[config.mk]
export PLATFORM = sky130hd
export DESIGN_NAME = sdt_ctrl_flat
export DESIGN_NICKNAME = d
export VERILOG_FILES = /design/src/rtl/sdt_pkg.sv /design/src/rtl/sdt_if.sv /design/src/rtl/sdt_ctrl.sv /design/src/flat_wrapper.sv
export SDC_FILE = /design/constraint.sdc
export NUM_CORES = 1
export LEC_CHECK = 0
export ABC_AREA = 1
export BUFFER_PORTS_ARGS = -buffer_cell sky130_fd_sc_hd__buf_2
export CAP_MARGIN = 20
export CORE_AREA = 2 2 84 146
export DETAILED_ROUTE_END_ITERATION = 10
export DIE_AREA = 0 0 86 148
export PLACE_DENSITY_LB_ADDON = 0.15
export SYNTH_ARGS = -nofsm -noshare
export SYNTH_HDL_FRONTEND = slang
export SYNTH_SLANG_ARGS = --single-unit
[constraint.sdc]
create_clock -name SYS_CLK -period 3.2 [get_ports SYS_CLK]
set_clock_uncertainty 0.2 [all_clocks]
set_input_delay 0.8 -clock SYS_CLK [delete_from_list [all_inputs] [get_ports SYS_CLK]]
set_output_delay 0.8 -clock SYS_CLK [all_outputs]
set_load 0.005 [all_outputs]
[src/rtl/sdt_pkg.sv]
package sdt_pkg;

   // ****************************************
   // Clock and conversion
   // ****************************************
   localparam int CLK_PS = 5000;

   // minimum rounds up
   function automatic int cyc_min(longint ps);
      longint c;
      c = (ps + CLK_PS - 1) / CLK_PS;
      return (c < 1) ? 1 : int'(c);
   endfunction : cyc_min

   // maximum rounds down
   function automatic int cyc_max(longint ps);
      longint c;
      c = ps / CLK_PS;
      return (c < 1) ? 1 : int'(c);
   endfunction : cyc_max

   // ****************************************
   // Widths and commands
   // ****************************************
   localparam int ROW_W  = 14;
   localparam int BANK_W = 3;
   localparam int DQ_W   = 8;

   typedef enum logic [3:0] {
      CMD_NOP           = 4'h0,
      CMD_ACTIVATE      = 4'h1,
      CMD_READ          = 4'h2,
      CMD_READ_AP       = 4'h3,
      CMD_WRITE         = 4'h4,
      CMD_WRITE_AP      = 4'h5,
      CMD_PRECHARGE     = 4'h6,
      CMD_PRECHARGE_ALL = 4'h7,
      CMD_REFRESH       = 4'h8,
      CMD_MODE_SET      = 4'h9
   } sdt_cmd_e;

   // ****************************************
   // Mode word carried on the row lines
   // ****************************************
   localparam int MF_RL_LSB     = 0;
   localparam int MF_AL_LSB     = 4;
   localparam int MF_WL_LSB     = 7;
   localparam int MF_DLL_OFF    = 11;
   localparam int MF_CHOP_FIXED = 12;
   localparam logic [ROW_W-1:0] MODE_RESET = 14'h0306;

   // ****************************************
   // Timing figures and cycle counts
   // ****************************************
   localparam longint RAS_MIN_PS      = 35000;
   localparam longint RCD_PS          = 13750;
   localparam longint RP_PS           = 13750;
   localparam longint RFC_PS          = 160000;
   localparam longint WR_PS           = 15000;
   localparam int     WR_DLL_OFF_CK   = 4;
   localparam longint XPDLL_PS        = 24000;
   localparam int     XPDLL_MIN_CK    = 10;
   localparam int     REFPDEN_MIN_CK  = 1;
   localparam longint SLOW_CLK_PS     = 40000;
   localparam longint REF_85_MS       = 64;
   localparam longint REF_95_MS       = 32;
   localparam longint REF_105_MS      = 16;
   localparam longint REF_ROWS        = 8192;
   localparam longint REF_WINDOW_PS   = 70300000;
   localparam int     REF_BURST       = 9;
   localparam longint RESET_HOLD_PS   = 200000000;
   localparam int     WR_START_FULL   = 4;
   localparam int     WR_START_CHOP   = 2;

   localparam int RAS_CYC        = cyc_min(RAS_MIN_PS);
   localparam int RCD_CYC        = cyc_min(RCD_PS);
   localparam int RP_CYC         = cyc_min(RP_PS);
   localparam int RFC_CYC        = cyc_min(RFC_PS);
   localparam int WR_CYC         = cyc_min(WR_PS);
   localparam int WR_DLL_OFF_CYC = (WR_CYC > WR_DLL_OFF_CK) ? WR_CYC : WR_DLL_OFF_CK;
   localparam int XPDLL_CYC      = (cyc_min(XPDLL_PS) > XPDLL_MIN_CK) ? cyc_min(XPDLL_PS) : XPDLL_MIN_CK;
   localparam int REFI_85_CYC    = cyc_max(REF_85_MS * 64'd1000000000 / REF_ROWS);
   localparam int REFI_95_CYC    = cyc_max(REF_95_MS * 64'd1000000000 / REF_ROWS);
   localparam int REFI_105_CYC   = cyc_max(REF_105_MS * 64'd1000000000 / REF_ROWS);
   localparam int REF_WINDOW_CYC = cyc_max(REF_WINDOW_PS);
   localparam int RESET_HOLD_CYC = cyc_min(RESET_HOLD_PS);
   localparam bit SLOW_CLK       = (CLK_PS > SLOW_CLK_PS);

   localparam logic [1:0] TEMP_85  = 2'h0;
   localparam logic [1:0] TEMP_95  = 2'h1;
   localparam logic [1:0] TEMP_105 = 2'h2;

endpackage : sdt_pkg

[src/rtl/sdt_if.sv]
`timescale 1ns/100ps
interface sdt_if;
   import sdt_pkg::*;

   sdt_cmd_e           cmd;
   logic [BANK_W-1:0]  bank;
   logic [ROW_W-1:0]   row;
   logic               cke;
   logic               reset_n;
   logic               otf_chop;
   logic [DQ_W-1:0]    dq_dev;
   logic               dq_dev_oe;

   modport ctrl (output cmd, bank, row, cke, reset_n, otf_chop, input dq_dev, dq_dev_oe);
   modport dev  (input cmd, bank, row, cke, reset_n, otf_chop, output dq_dev, dq_dev_oe);
endinterface : sdt_if

[src/rtl/sdt_ctrl.sv]
`timescale 1ns/100ps
// Operation
// Time limits become counts, rounded safely
// Device accepts rounded-up command spacing
// Dll off read window one earlier
// Reads wait exit delay, also after latency change
// Auto precharge held until row time
// Dll off recovery: four cycles or 15ns
// Recovery starts four, fixed chop two
// Refresh interval follows temperature range
// Nine refreshes within every window
// Power-down only after refresh delay
// At least one idle after refresh
// Slow clock: precharge all after refresh
// Device reset held low from start
// Spread row addresses across the array
// Power-down exit waits before reads
// Timing limits held as cycle counts
module sdt_ctrl
   import sdt_pkg::*;
#(
   parameter int RESET_HOLD = RESET_HOLD_CYC,
   parameter int REF_WINDOW = REF_WINDOW_CYC
) (
   // Clock and reset
   input  wire logic              SYS_CLK,
   input  wire logic              SYS_RST,
   // Access requests
   input  wire logic              REQ_VALID,
   output logic                   REQ_READY,
   input  wire logic              REQ_WRITE,
   input  wire logic              REQ_AUTO_PRE,
   input  wire logic              REQ_OTF_CHOP,
   input  wire logic [BANK_W-1:0] REQ_BANK,
   input  wire logic [ROW_W-1:0]  REQ_ROW,
   // Mode and environment
   input  wire logic              MODE_VALID,
   input  wire logic [ROW_W-1:0]  MODE_WORD,
   input  wire logic [1:0]        TEMP_RANGE,
   input  wire logic              PD_REQ,
   output logic                   PD_ACTIVE,
   // Read data
   output logic                   RD_VALID,
   output logic [DQ_W-1:0]        RD_DATA,
   // Command link
   sdt_if.ctrl                    mem
);

   // ****************************************
   // Derived limits
   // ****************************************
   // postponement bound from the window
   localparam int LIM_85  = REF_WINDOW / REFI_85_CYC - 1;
   localparam int LIM_95  = REF_WINDOW / REFI_95_CYC - 1;
   localparam int LIM_105 = REF_WINDOW / REFI_105_CYC - 1;
   // some entries also need the exit delay
   localparam int PDEN_CYC = (XPDLL_CYC > REFPDEN_MIN_CK) ? XPDLL_CYC : REFPDEN_MIN_CK;

   typedef enum logic [3:0] {
      ST_RESET  = 4'h0,
      ST_IDLE   = 4'h1,
      ST_ACT    = 4'h2,
      ST_XFER   = 4'h3,
      ST_CLOSE  = 4'h4,
      ST_REF    = 4'h5,
      ST_PD     = 4'h6
   } sdt_state_e;

   sdt_state_e          state,    next_state;
   sdt_cmd_e            cmd,      next_cmd;
   logic [BANK_W-1:0]   bank,     next_bank;
   logic [ROW_W-1:0]    row,      next_row;
   logic                cke,      next_cke;
   logic                rst_n,    next_rst_n;
   logic                chop,     next_chop;
   logic                is_wr,    next_is_wr;
   logic                is_ap,    next_is_ap;
   logic [19:0]         wait_cnt, next_wait_cnt;
   logic [7:0]          dll_wait, next_dll_wait;
   logic [7:0]          pden,     next_pden;
   logic [15:0]         refi,     next_refi;
   logic [3:0]          owed,     next_owed;
   logic [ROW_W-1:0]    mode,     next_mode;
   logic                mode_pend, next_mode_pend;
   logic [ROW_W-1:0]    mode_new, next_mode_new;
   logic                rd_valid, next_rd_valid;
   logic [DQ_W-1:0]     rd_data,  next_rd_data;
   logic [15:0]         refi_sel;
   logic [3:0]          owe_lim;
   logic                must_ref;
   logic                accept;
   logic                ref_go;

   // interval picked by temperature range
   // Owed count capped below the nine-refresh burst
   always_comb begin
      if (TEMP_RANGE == TEMP_105) begin
         refi_sel = 16'(REFI_105_CYC);
         owe_lim  = 4'((LIM_105 < REF_BURST) ? LIM_105 : REF_BURST - 1);
      end else if (TEMP_RANGE == TEMP_95) begin
         refi_sel = 16'(REFI_95_CYC);
         owe_lim  = 4'((LIM_95 < REF_BURST) ? LIM_95 : REF_BURST - 1);
      end else begin
         refi_sel = 16'(REFI_85_CYC);
         owe_lim  = 4'((LIM_85 < REF_BURST) ? LIM_85 : REF_BURST - 1);
      end
   end

   assign must_ref  = (owed >= owe_lim);
   // reads blocked until exit delay done
   assign REQ_READY = (state == ST_IDLE) && !must_ref && !mode_pend && (REQ_WRITE || dll_wait == 8'h0);
   assign accept    = REQ_VALID && REQ_READY;
   assign ref_go    = (state == ST_IDLE) && !accept && !mode_pend && (owed != 4'h0);

   // ****************************************
   // Sequencer
   // ****************************************
   always_comb begin
      next_state     = state;
      next_cmd       = CMD_NOP;
      next_bank      = bank;
      next_row       = row;
      next_cke       = cke;
      next_rst_n     = rst_n;
      next_chop      = chop;
      next_is_wr     = is_wr;
      next_is_ap     = is_ap;
      next_wait_cnt  = (wait_cnt != 20'h0) ? wait_cnt - 20'h1 : wait_cnt;
      next_dll_wait  = (dll_wait != 8'h0) ? dll_wait - 8'h1 : dll_wait;
      next_pden      = (pden != 8'h0) ? pden - 8'h1 : pden;
      next_refi      = refi - 16'h1;
      next_owed      = owed;
      next_mode      = mode;
      next_mode_pend = mode_pend || MODE_VALID;
      next_mode_new  = MODE_VALID ? MODE_WORD : mode_new;
      next_rd_valid  = mem.dq_dev_oe;
      next_rd_data   = mem.dq_dev_oe ? mem.dq_dev : rd_data;
      // interval counted in own clock
      if (refi == 16'h0) begin
         next_refi = refi_sel - 16'h1;
      end
      case (state)
         ST_RESET: begin
            if (wait_cnt == 20'h0) begin
               next_rst_n    = 1'b1;
               next_cke      = 1'b1;
               next_cmd      = CMD_MODE_SET;
               next_row      = mode;
               next_dll_wait = 8'(XPDLL_CYC);
               next_state    = ST_IDLE;
            end
         end
         ST_IDLE: begin
            if (must_ref) begin
               // postponed refreshes forced out
               next_cmd      = CMD_REFRESH;
               next_wait_cnt = 20'(RFC_CYC - 1);
               next_pden     = 8'(PDEN_CYC);
               next_state    = ST_REF;
            end else if (mode_pend) begin
               next_cmd       = CMD_MODE_SET;
               next_row       = mode_new;
               next_mode      = mode_new;
               next_mode_pend = MODE_VALID;
               // latency change restarts exit delay
               next_dll_wait  = 8'(XPDLL_CYC);
            end else if (accept) begin
               next_cmd      = CMD_ACTIVATE;
               next_bank     = REQ_BANK;
               // bank-keyed row spreading
               next_row      = REQ_ROW ^ (ROW_W'(REQ_BANK) << (ROW_W - BANK_W));
               next_is_wr    = REQ_WRITE;
               next_is_ap    = REQ_AUTO_PRE;
               next_chop     = REQ_OTF_CHOP;
               next_wait_cnt = 20'(RCD_CYC - 1);
               next_state    = ST_ACT;
            end else if (ref_go) begin
               next_cmd      = CMD_REFRESH;
               next_wait_cnt = 20'(RFC_CYC - 1);
               next_pden     = 8'(PDEN_CYC);
               next_state    = ST_REF;
            end else if (PD_REQ && pden == 8'h0) begin
               // clock enable drops after refresh delay
               next_cke   = 1'b0;
               next_state = ST_PD;
            end
         end
         ST_ACT: begin
            if (wait_cnt == 20'h0) begin
               next_cmd   = is_wr ? (is_ap ? CMD_WRITE_AP : CMD_WRITE) : (is_ap ? CMD_READ_AP : CMD_READ);
               next_row   = row;
               next_state = ST_XFER;
               // wait covers recovery after latency
               next_wait_cnt = 20'(RAS_CYC) + 20'(mode[MF_WL_LSB +: 4]) + 20'(WR_START_FULL)
                             + 20'(WR_DLL_OFF_CYC) + 20'(mode[MF_RL_LSB +: 4]) + 20'(mode[MF_AL_LSB +: 3]);
            end
         end
         ST_XFER: begin
            if (wait_cnt == 20'h0) begin
               // device closes row itself with auto precharge
               if (!is_ap) begin
                  next_cmd = CMD_PRECHARGE;
               end
               next_wait_cnt = 20'(RP_CYC - 1);
               next_state    = ST_CLOSE;
            end
         end
         ST_CLOSE: begin
            if (wait_cnt == 20'h0) begin
               next_state = ST_IDLE;
            end
         end
         ST_REF: begin
            // refresh cycle time filled with idles
            if (wait_cnt == 20'h0) begin
               if (SLOW_CLK) begin
                  // slow clock closes all banks
                  next_cmd      = CMD_PRECHARGE_ALL;
                  next_wait_cnt = 20'(RP_CYC - 1);
                  next_state    = ST_CLOSE;
               end else begin
                  next_state = ST_IDLE;
               end
            end
         end
         ST_PD: begin
            if (!PD_REQ || must_ref) begin
               next_cke      = 1'b1;
               // exit delay before locked-clock reads
               next_dll_wait = 8'(XPDLL_CYC);
               next_state    = ST_IDLE;
            end
         end
         default: begin
            next_state = ST_IDLE;
         end
      endcase
      // Count and refresh in one cycle cancel, so no tick is lost
      if (refi == 16'h0 && next_cmd != CMD_REFRESH) begin
         next_owed = (owed == 4'hF) ? owed : owed + 4'h1;
      end else if (refi != 16'h0 && next_cmd == CMD_REFRESH) begin
         next_owed = owed - 4'h1;
      end
      if (SYS_RST) begin
         next_state     = ST_RESET;
         next_cmd       = CMD_NOP;
         next_bank      = '0;
         next_row       = '0;
         // device reset low from the start
         next_rst_n     = 1'b0;
         next_cke       = 1'b0;
         next_chop      = 1'b0;
         next_is_wr     = 1'b0;
         next_is_ap     = 1'b0;
         next_wait_cnt  = 20'(RESET_HOLD - 1);
         next_dll_wait  = 8'h0;
         next_pden      = 8'h0;
         next_refi      = 16'(REFI_85_CYC - 1);
         next_owed      = 4'h0;
         next_mode      = MODE_RESET;
         next_mode_pend = 1'b0;
         next_mode_new  = MODE_RESET;
         next_rd_valid  = 1'b0;
         next_rd_data   = 8'h00;
      end
   end

   always_ff @(posedge SYS_CLK) begin
      state     <= next_state;
      cmd       <= next_cmd;
      bank      <= next_bank;
      row       <= next_row;
      cke       <= next_cke;
      rst_n     <= next_rst_n;
      chop      <= next_chop;
      is_wr     <= next_is_wr;
      is_ap     <= next_is_ap;
      wait_cnt  <= next_wait_cnt;
      dll_wait  <= next_dll_wait;
      pden      <= next_pden;
      refi      <= next_refi;
      owed      <= next_owed;
      mode      <= next_mode;
      mode_pend <= next_mode_pend;
      mode_new  <= next_mode_new;
      rd_valid  <= next_rd_valid;
      rd_data   <= next_rd_data;
   end

   // ****************************************
   // Outputs
   // ****************************************
   assign mem.cmd      = cmd;
   assign mem.bank     = bank;
   assign mem.row      = row;
   assign mem.cke      = cke;
   assign mem.reset_n  = rst_n;
   assign mem.otf_chop = chop;
   assign PD_ACTIVE    = (state == ST_PD);
   assign RD_VALID     = rd_valid;
   assign RD_DATA      = rd_data;

endmodule : sdt_ctrl

[src/flat_wrapper.sv]
// flat-port wrapper written by rule: the top's interface ports become plain ports
module sdt_ctrl_flat import sdt_pkg::*;
#(
   parameter int RESET_HOLD = RESET_HOLD_CYC,
   parameter int REF_WINDOW = REF_WINDOW_CYC
)
  (SYS_CLK, SYS_RST, REQ_VALID, REQ_READY, REQ_WRITE, REQ_AUTO_PRE, REQ_OTF_CHOP, REQ_BANK, REQ_ROW, MODE_VALID, MODE_WORD, TEMP_RANGE, PD_REQ, PD_ACTIVE, RD_VALID, RD_DATA, mem_cmd, mem_bank, mem_row, mem_cke, mem_reset_n, mem_otf_chop, mem_dq_dev, mem_dq_dev_oe);
  sdt_if mem_i ();
  input  wire logic SYS_CLK;
  input  wire logic SYS_RST;
  input  wire logic REQ_VALID;
  output logic REQ_READY;
  input  wire logic REQ_WRITE;
  input  wire logic REQ_AUTO_PRE;
  input  wire logic REQ_OTF_CHOP;
  input  wire logic [BANK_W-1:0] REQ_BANK;
  input  wire logic [ROW_W-1:0] REQ_ROW;
  input  wire logic MODE_VALID;
  input  wire logic [ROW_W-1:0] MODE_WORD;
  input  wire logic [1:0] TEMP_RANGE;
  input  wire logic PD_REQ;
  output logic PD_ACTIVE;
  output logic RD_VALID;
  output logic [DQ_W-1:0] RD_DATA;
  output wire logic [$bits(mem_i.cmd)-1:0] mem_cmd;
  output wire logic [$bits(mem_i.bank)-1:0] mem_bank;
  output wire logic [$bits(mem_i.row)-1:0] mem_row;
  output wire logic [$bits(mem_i.cke)-1:0] mem_cke;
  output wire logic [$bits(mem_i.reset_n)-1:0] mem_reset_n;
  output wire logic [$bits(mem_i.otf_chop)-1:0] mem_otf_chop;
  input wire logic [$bits(mem_i.dq_dev)-1:0] mem_dq_dev;
  input wire logic [$bits(mem_i.dq_dev_oe)-1:0] mem_dq_dev_oe;
  assign mem_cmd = mem_i.cmd;
  assign mem_bank = mem_i.bank;
  assign mem_row = mem_i.row;
  assign mem_cke = mem_i.cke;
  assign mem_reset_n = mem_i.reset_n;
  assign mem_otf_chop = mem_i.otf_chop;
  assign mem_i.dq_dev = mem_dq_dev;
  assign mem_i.dq_dev_oe = mem_dq_dev_oe;
  sdt_ctrl #(.RESET_HOLD(RESET_HOLD), .REF_WINDOW(REF_WINDOW)) u_core (.SYS_CLK(SYS_CLK), .SYS_RST(SYS_RST), .REQ_VALID(REQ_VALID), .REQ_READY(REQ_READY), .REQ_WRITE(REQ_WRITE), .REQ_AUTO_PRE(REQ_AUTO_PRE), .REQ_OTF_CHOP(REQ_OTF_CHOP), .REQ_BANK(REQ_BANK), .REQ_ROW(REQ_ROW), .MODE_VALID(MODE_VALID), .MODE_WORD(MODE_WORD), .TEMP_RANGE(TEMP_RANGE), .PD_REQ(PD_REQ), .PD_ACTIVE(PD_ACTIVE), .RD_VALID(RD_VALID), .RD_DATA(RD_DATA), .mem(mem_i));
endmodule
==> results_dict.tcl <==
set metrics [dict create \
    fin_area_sq_um 7307 \
    tightestPinTransition_ps 601.0 \
    ys_top_cells_by_area "dfxtp_1 (40%), nand2_1 (9.2%), nor2_1 (6.4%)" \
    ir_worst_vdd_mv 0.3943 \
    ios 85 \
    fmax_mhz 358.7 \
    totalWireLength_microns 15180 \
    min_to "u_core.mode_new[1]" \
    critPathSlowestCell "dfxtp_1" \
    p_sw_mw 1.234 \
    hold_viol 0 \
    syn-mean-instance-area_sq_um 7.611 \
    cts.sinks 123 \
    synth_nets 891 \
    clock_latency_ps 420 \
    grt_pass1_vias 5753 \
    reg2reg_from "u_core.state[2]" \
    synth_top_family_by_area "simple AND/OR/NAND/NOR gates" \
    yosysSeqAreaShare_pct 39.50 \
    cp.arrival_ps 2900 \
    numCtsBuffers 17 \
    first_pass_iters 5 \
    final_max_slew_viol_count 0 \
    pre_cts_ws_ps 337.8 \
    synth.area.mux_share_pct 0 \
    clkTransAtPathRegs_ps 60 \
    syn-instance-count 819 \
    multi_input_area_sq_um 3241 \
    seq_power_share_pct 41.0 \
    diodes 0 \
    drt-wirelength-per-cell_microns 14.43 \
    cts_resized 0 \
    power_leakage_nw 3.415 \
    crit_chain "nor2_4 > nand2_4 > inv_2 > nand4_4 > nand2_2 > nand2_4 > nand2_1 > ha_1 > nand2_1 > nand2_1 > a31oi_1 > nand4_1 > a21oi_1 > nor2_1" \
    ff_latch_area_sq_um 2462 \
    io_buffer_count 84 \
    place_area_sq_um 6745 \
    hp-start "u_core.mode_new[1]" \
    cp.required_ps 3310 \
    ant_nets 0 \
    hold_path_class "flip-flop to flip-flop" \
    path_class "flip-flop to flip-flop" \
    final.fill_count 1044 \
    yosysTopAreaCell "dfxtp_1" \
    die_w_microns 86 \
    hpwl_microns 11290 \
    clockRootBuffer "clkbuf_16" \
    relSlewSlack_pct 59.89 \
    reg2reg_depth 14 \
    worstPathMaxFanout 24 \
    cp_common_cell "nand2_1" \
    rows 52 \
    die_y_microns 148 \
    ys_ff_latch 123 \
    dr.first_iter.drc_count 259 \
    grt_pass1_wl_microns 25590 \
    worstHoldPathCells 2 \
    cp_slowest_stage_delay_ps 470 \
    via_per_inst 5.353 \
    initial_core_util_pct 54.13 \
    nets 976 \
    syn2layout_area_growth_pct 17.22 \
    yosys_warnings 0 \
    cts_tree "yes" \
    die_area_sq_um 12730 \
    synth_xor_area_share_pct 6.885 \
    setup_viol 0 \
    rsz0062_at_grt "no" \
    comb_power_share_pct 16.2 \
    power_density_nw_per_um2 582.7 \
    startpoint_type "flip-flop" \
    layout-drive-gt1-share_pct 19.30 \
    fin_crit_sh_pct 87.12 \
    place_congestion 0.9172 \
    netlist_area_sq_um 6233 \
    antenna_found_initial 0 \
    grt_start_max_net_pins 68 \
    status "completed" \
    synthSimpleGateAreaFrac_pct 26.78 \
    vias 5631 \
    drc 0 \
    cts_setup_buffers 0 \
    coreArea_sq_um 11520 \
    grt-ovfl-total 0 \
    clock_power_share_pct 42.8 \
    r2r_setup_slack_ps 410 \
    cts_hold_buf 0 \
    clockBufferDepth 2 \
    synth_compound_area_share_pct 13.31 \
    grt_usage_pct 25.08 \
    maxCapViolations 0 \
    synth_fa_ha_area_share_pct 5.018 \
    crit_path_end_kind "flip-flop" \
    intPower_mw 3.024 \
    period_needed_ps 2788 \
    synth_top_area_share_pct 39.50 \
    r2r-end "u_core.owed[3]" \
    setup_tns_ps 0 \
    hold_slack_ps 260.5 \
    swShare_pct 28.98 \
    synth.distinct_cells 50 \
    layout_setup_ws_ps 412.1 \
    cts_max_level 4 \
]
[power groups by stage]
stage / clock (mW) / combinational [mW] / sequential (mW)
floorplan: 0 / 0.537 / 1.76
global placement: 0 / 0.665 / 1.77
detailed placement: 0 / 0.681 / 1.78
CTS: 1.84 / 0.695 / 1.75
global route: 1.91 / 0.787 / 1.76
finish: 1.82 / 0.692 / 1.75
[through the flow]
| step | power, mW | instances | util (%) |
|---|---|---|---|
| after floorplan | 2.296 | 819 | - |
| after global placement | 2.438 | 1020 | 58.57 |
| after detailed placement | 2.460 | 1020 | 58.57 |
| after CTS | 4.281 | 1052 | 63.45 |
| after global routing | 4.455 | 1052 | 63.45 |
| final | 4.258 | 1052 | 63.45 |
[cells in the mapped netlist (all sizes together)]
cell type / n
nand2: 164
o2111ai: 3
a22oi: 3
o22ai: 1
clkinv: 1
nand4: 9
o211ai: 3
nor2: 119
xnor2: 18
nor4: 5
dfxtp: 123
nor3: 11
xor2: 31
a31oi: 13
o221ai: 6
ha: 17
buf: 12
or3: 2
inv: 101
clkbuf: 13
o21ai: 59
or2: 2
nor3b: 1
fa: 5
a211oi: 5
a21oi: 54
and2: 1
nand3: 36
and3: 1
[sequential cells by signal, indices dropped and copies added (netlist names), named ones only]
signal,flops
u_core.pden,8
u_core.wait_cnt,20
u_core.dll_wait,8
u_core.state,3
u_core.mode,14
u_core.mem.cmd,4
u_core.mode_pend,1
u_core.is_ap,1
u_core.mode_new,14
u_core.refi,15
u_core.mem.row,14
u_core.mem.bank,3
u_core.RD_VALID,1
u_core.mem.otf_chop,1
u_core.owed,4
u_core.mem.reset_n,1
u_core.is_wr,1
u_core.RD_DATA,8
u_core.mem.cke,1
[cells by family after synthesis]
| kind of cell | Yosys count |
|---|---|
| adder cells (fa/ha/maj) | 22 |
| AO/OA/AOI/OAI | 147 |
| flip-flops | 123 |
| XOR/XNOR | 49 |
| buffers and inverters | 127 |
| AND/OR/NAND/NOR | 351 |
[placed cells by master, fill, tap and decap left out, drive strengths merged, types with 6 or more instances in the layout]
| cell type | count |
|---|---|
| nor3 | 11 |
| nand3 | 36 |
| nand4 | 9 |
| dfxtp | 123 |
| inv | 107 |
| nand2 | 164 |
| o21ai | 59 |
| ha | 17 |
| a21oi | 54 |
| buf | 91 |
| clkbuf | 17 |
| a31oi | 13 |
| xor2 | 31 |
| nor2 | 119 |
| xnor2 | 18 |
| o221ai | 6 |
[critical path: cells and delay by family (launching register included)]
kind / cells / cell delay (ps)
and+or+nand+nor: 10 / 1140
DFF: 1 / 470
AOI/OAI and AO/OA: 2 / 360
adders and majority gates: 1 / 340
buffers and inverters: 1 / 170
[layer usage]
layer	vias to the layer above	wire length (microns)	GRT usage (%)
li1	2825	-	-
met1	2613	5955	26.31
met2	155	8227	46.43
met5	-	0	0
met3	38	551	4.188
met4	0	449	13.10
[how the worst max path moves through the flow]
stage	startpoint	to	slack, ps
global placement	REQ_WRITE	u_core.owed[3]	410
finish	u_core.state[2]	u_core.owed[3]	410
CTS	u_core.mode[7]	u_core.wait_cnt[3]	430
global route	u_core.refi[0]	u_core.owed[3]	130
floorplan	REQ_WRITE	u_core.owed[3]	610
detailed placement	REQ_WRITE	u_core.owed[3]	340
[final cells by class]
type	instances	share of cell area, %
Tap cell	135	2.312
Timing Repair Buffer	91	6.644
Clock inverter	15	1.866
Clock buffer	17	5.822
Sequential cell	123	33.70
Multi-Input combinational cell	569	44.35
Inverter	102	5.308
(Power assumes the default switching activity.)
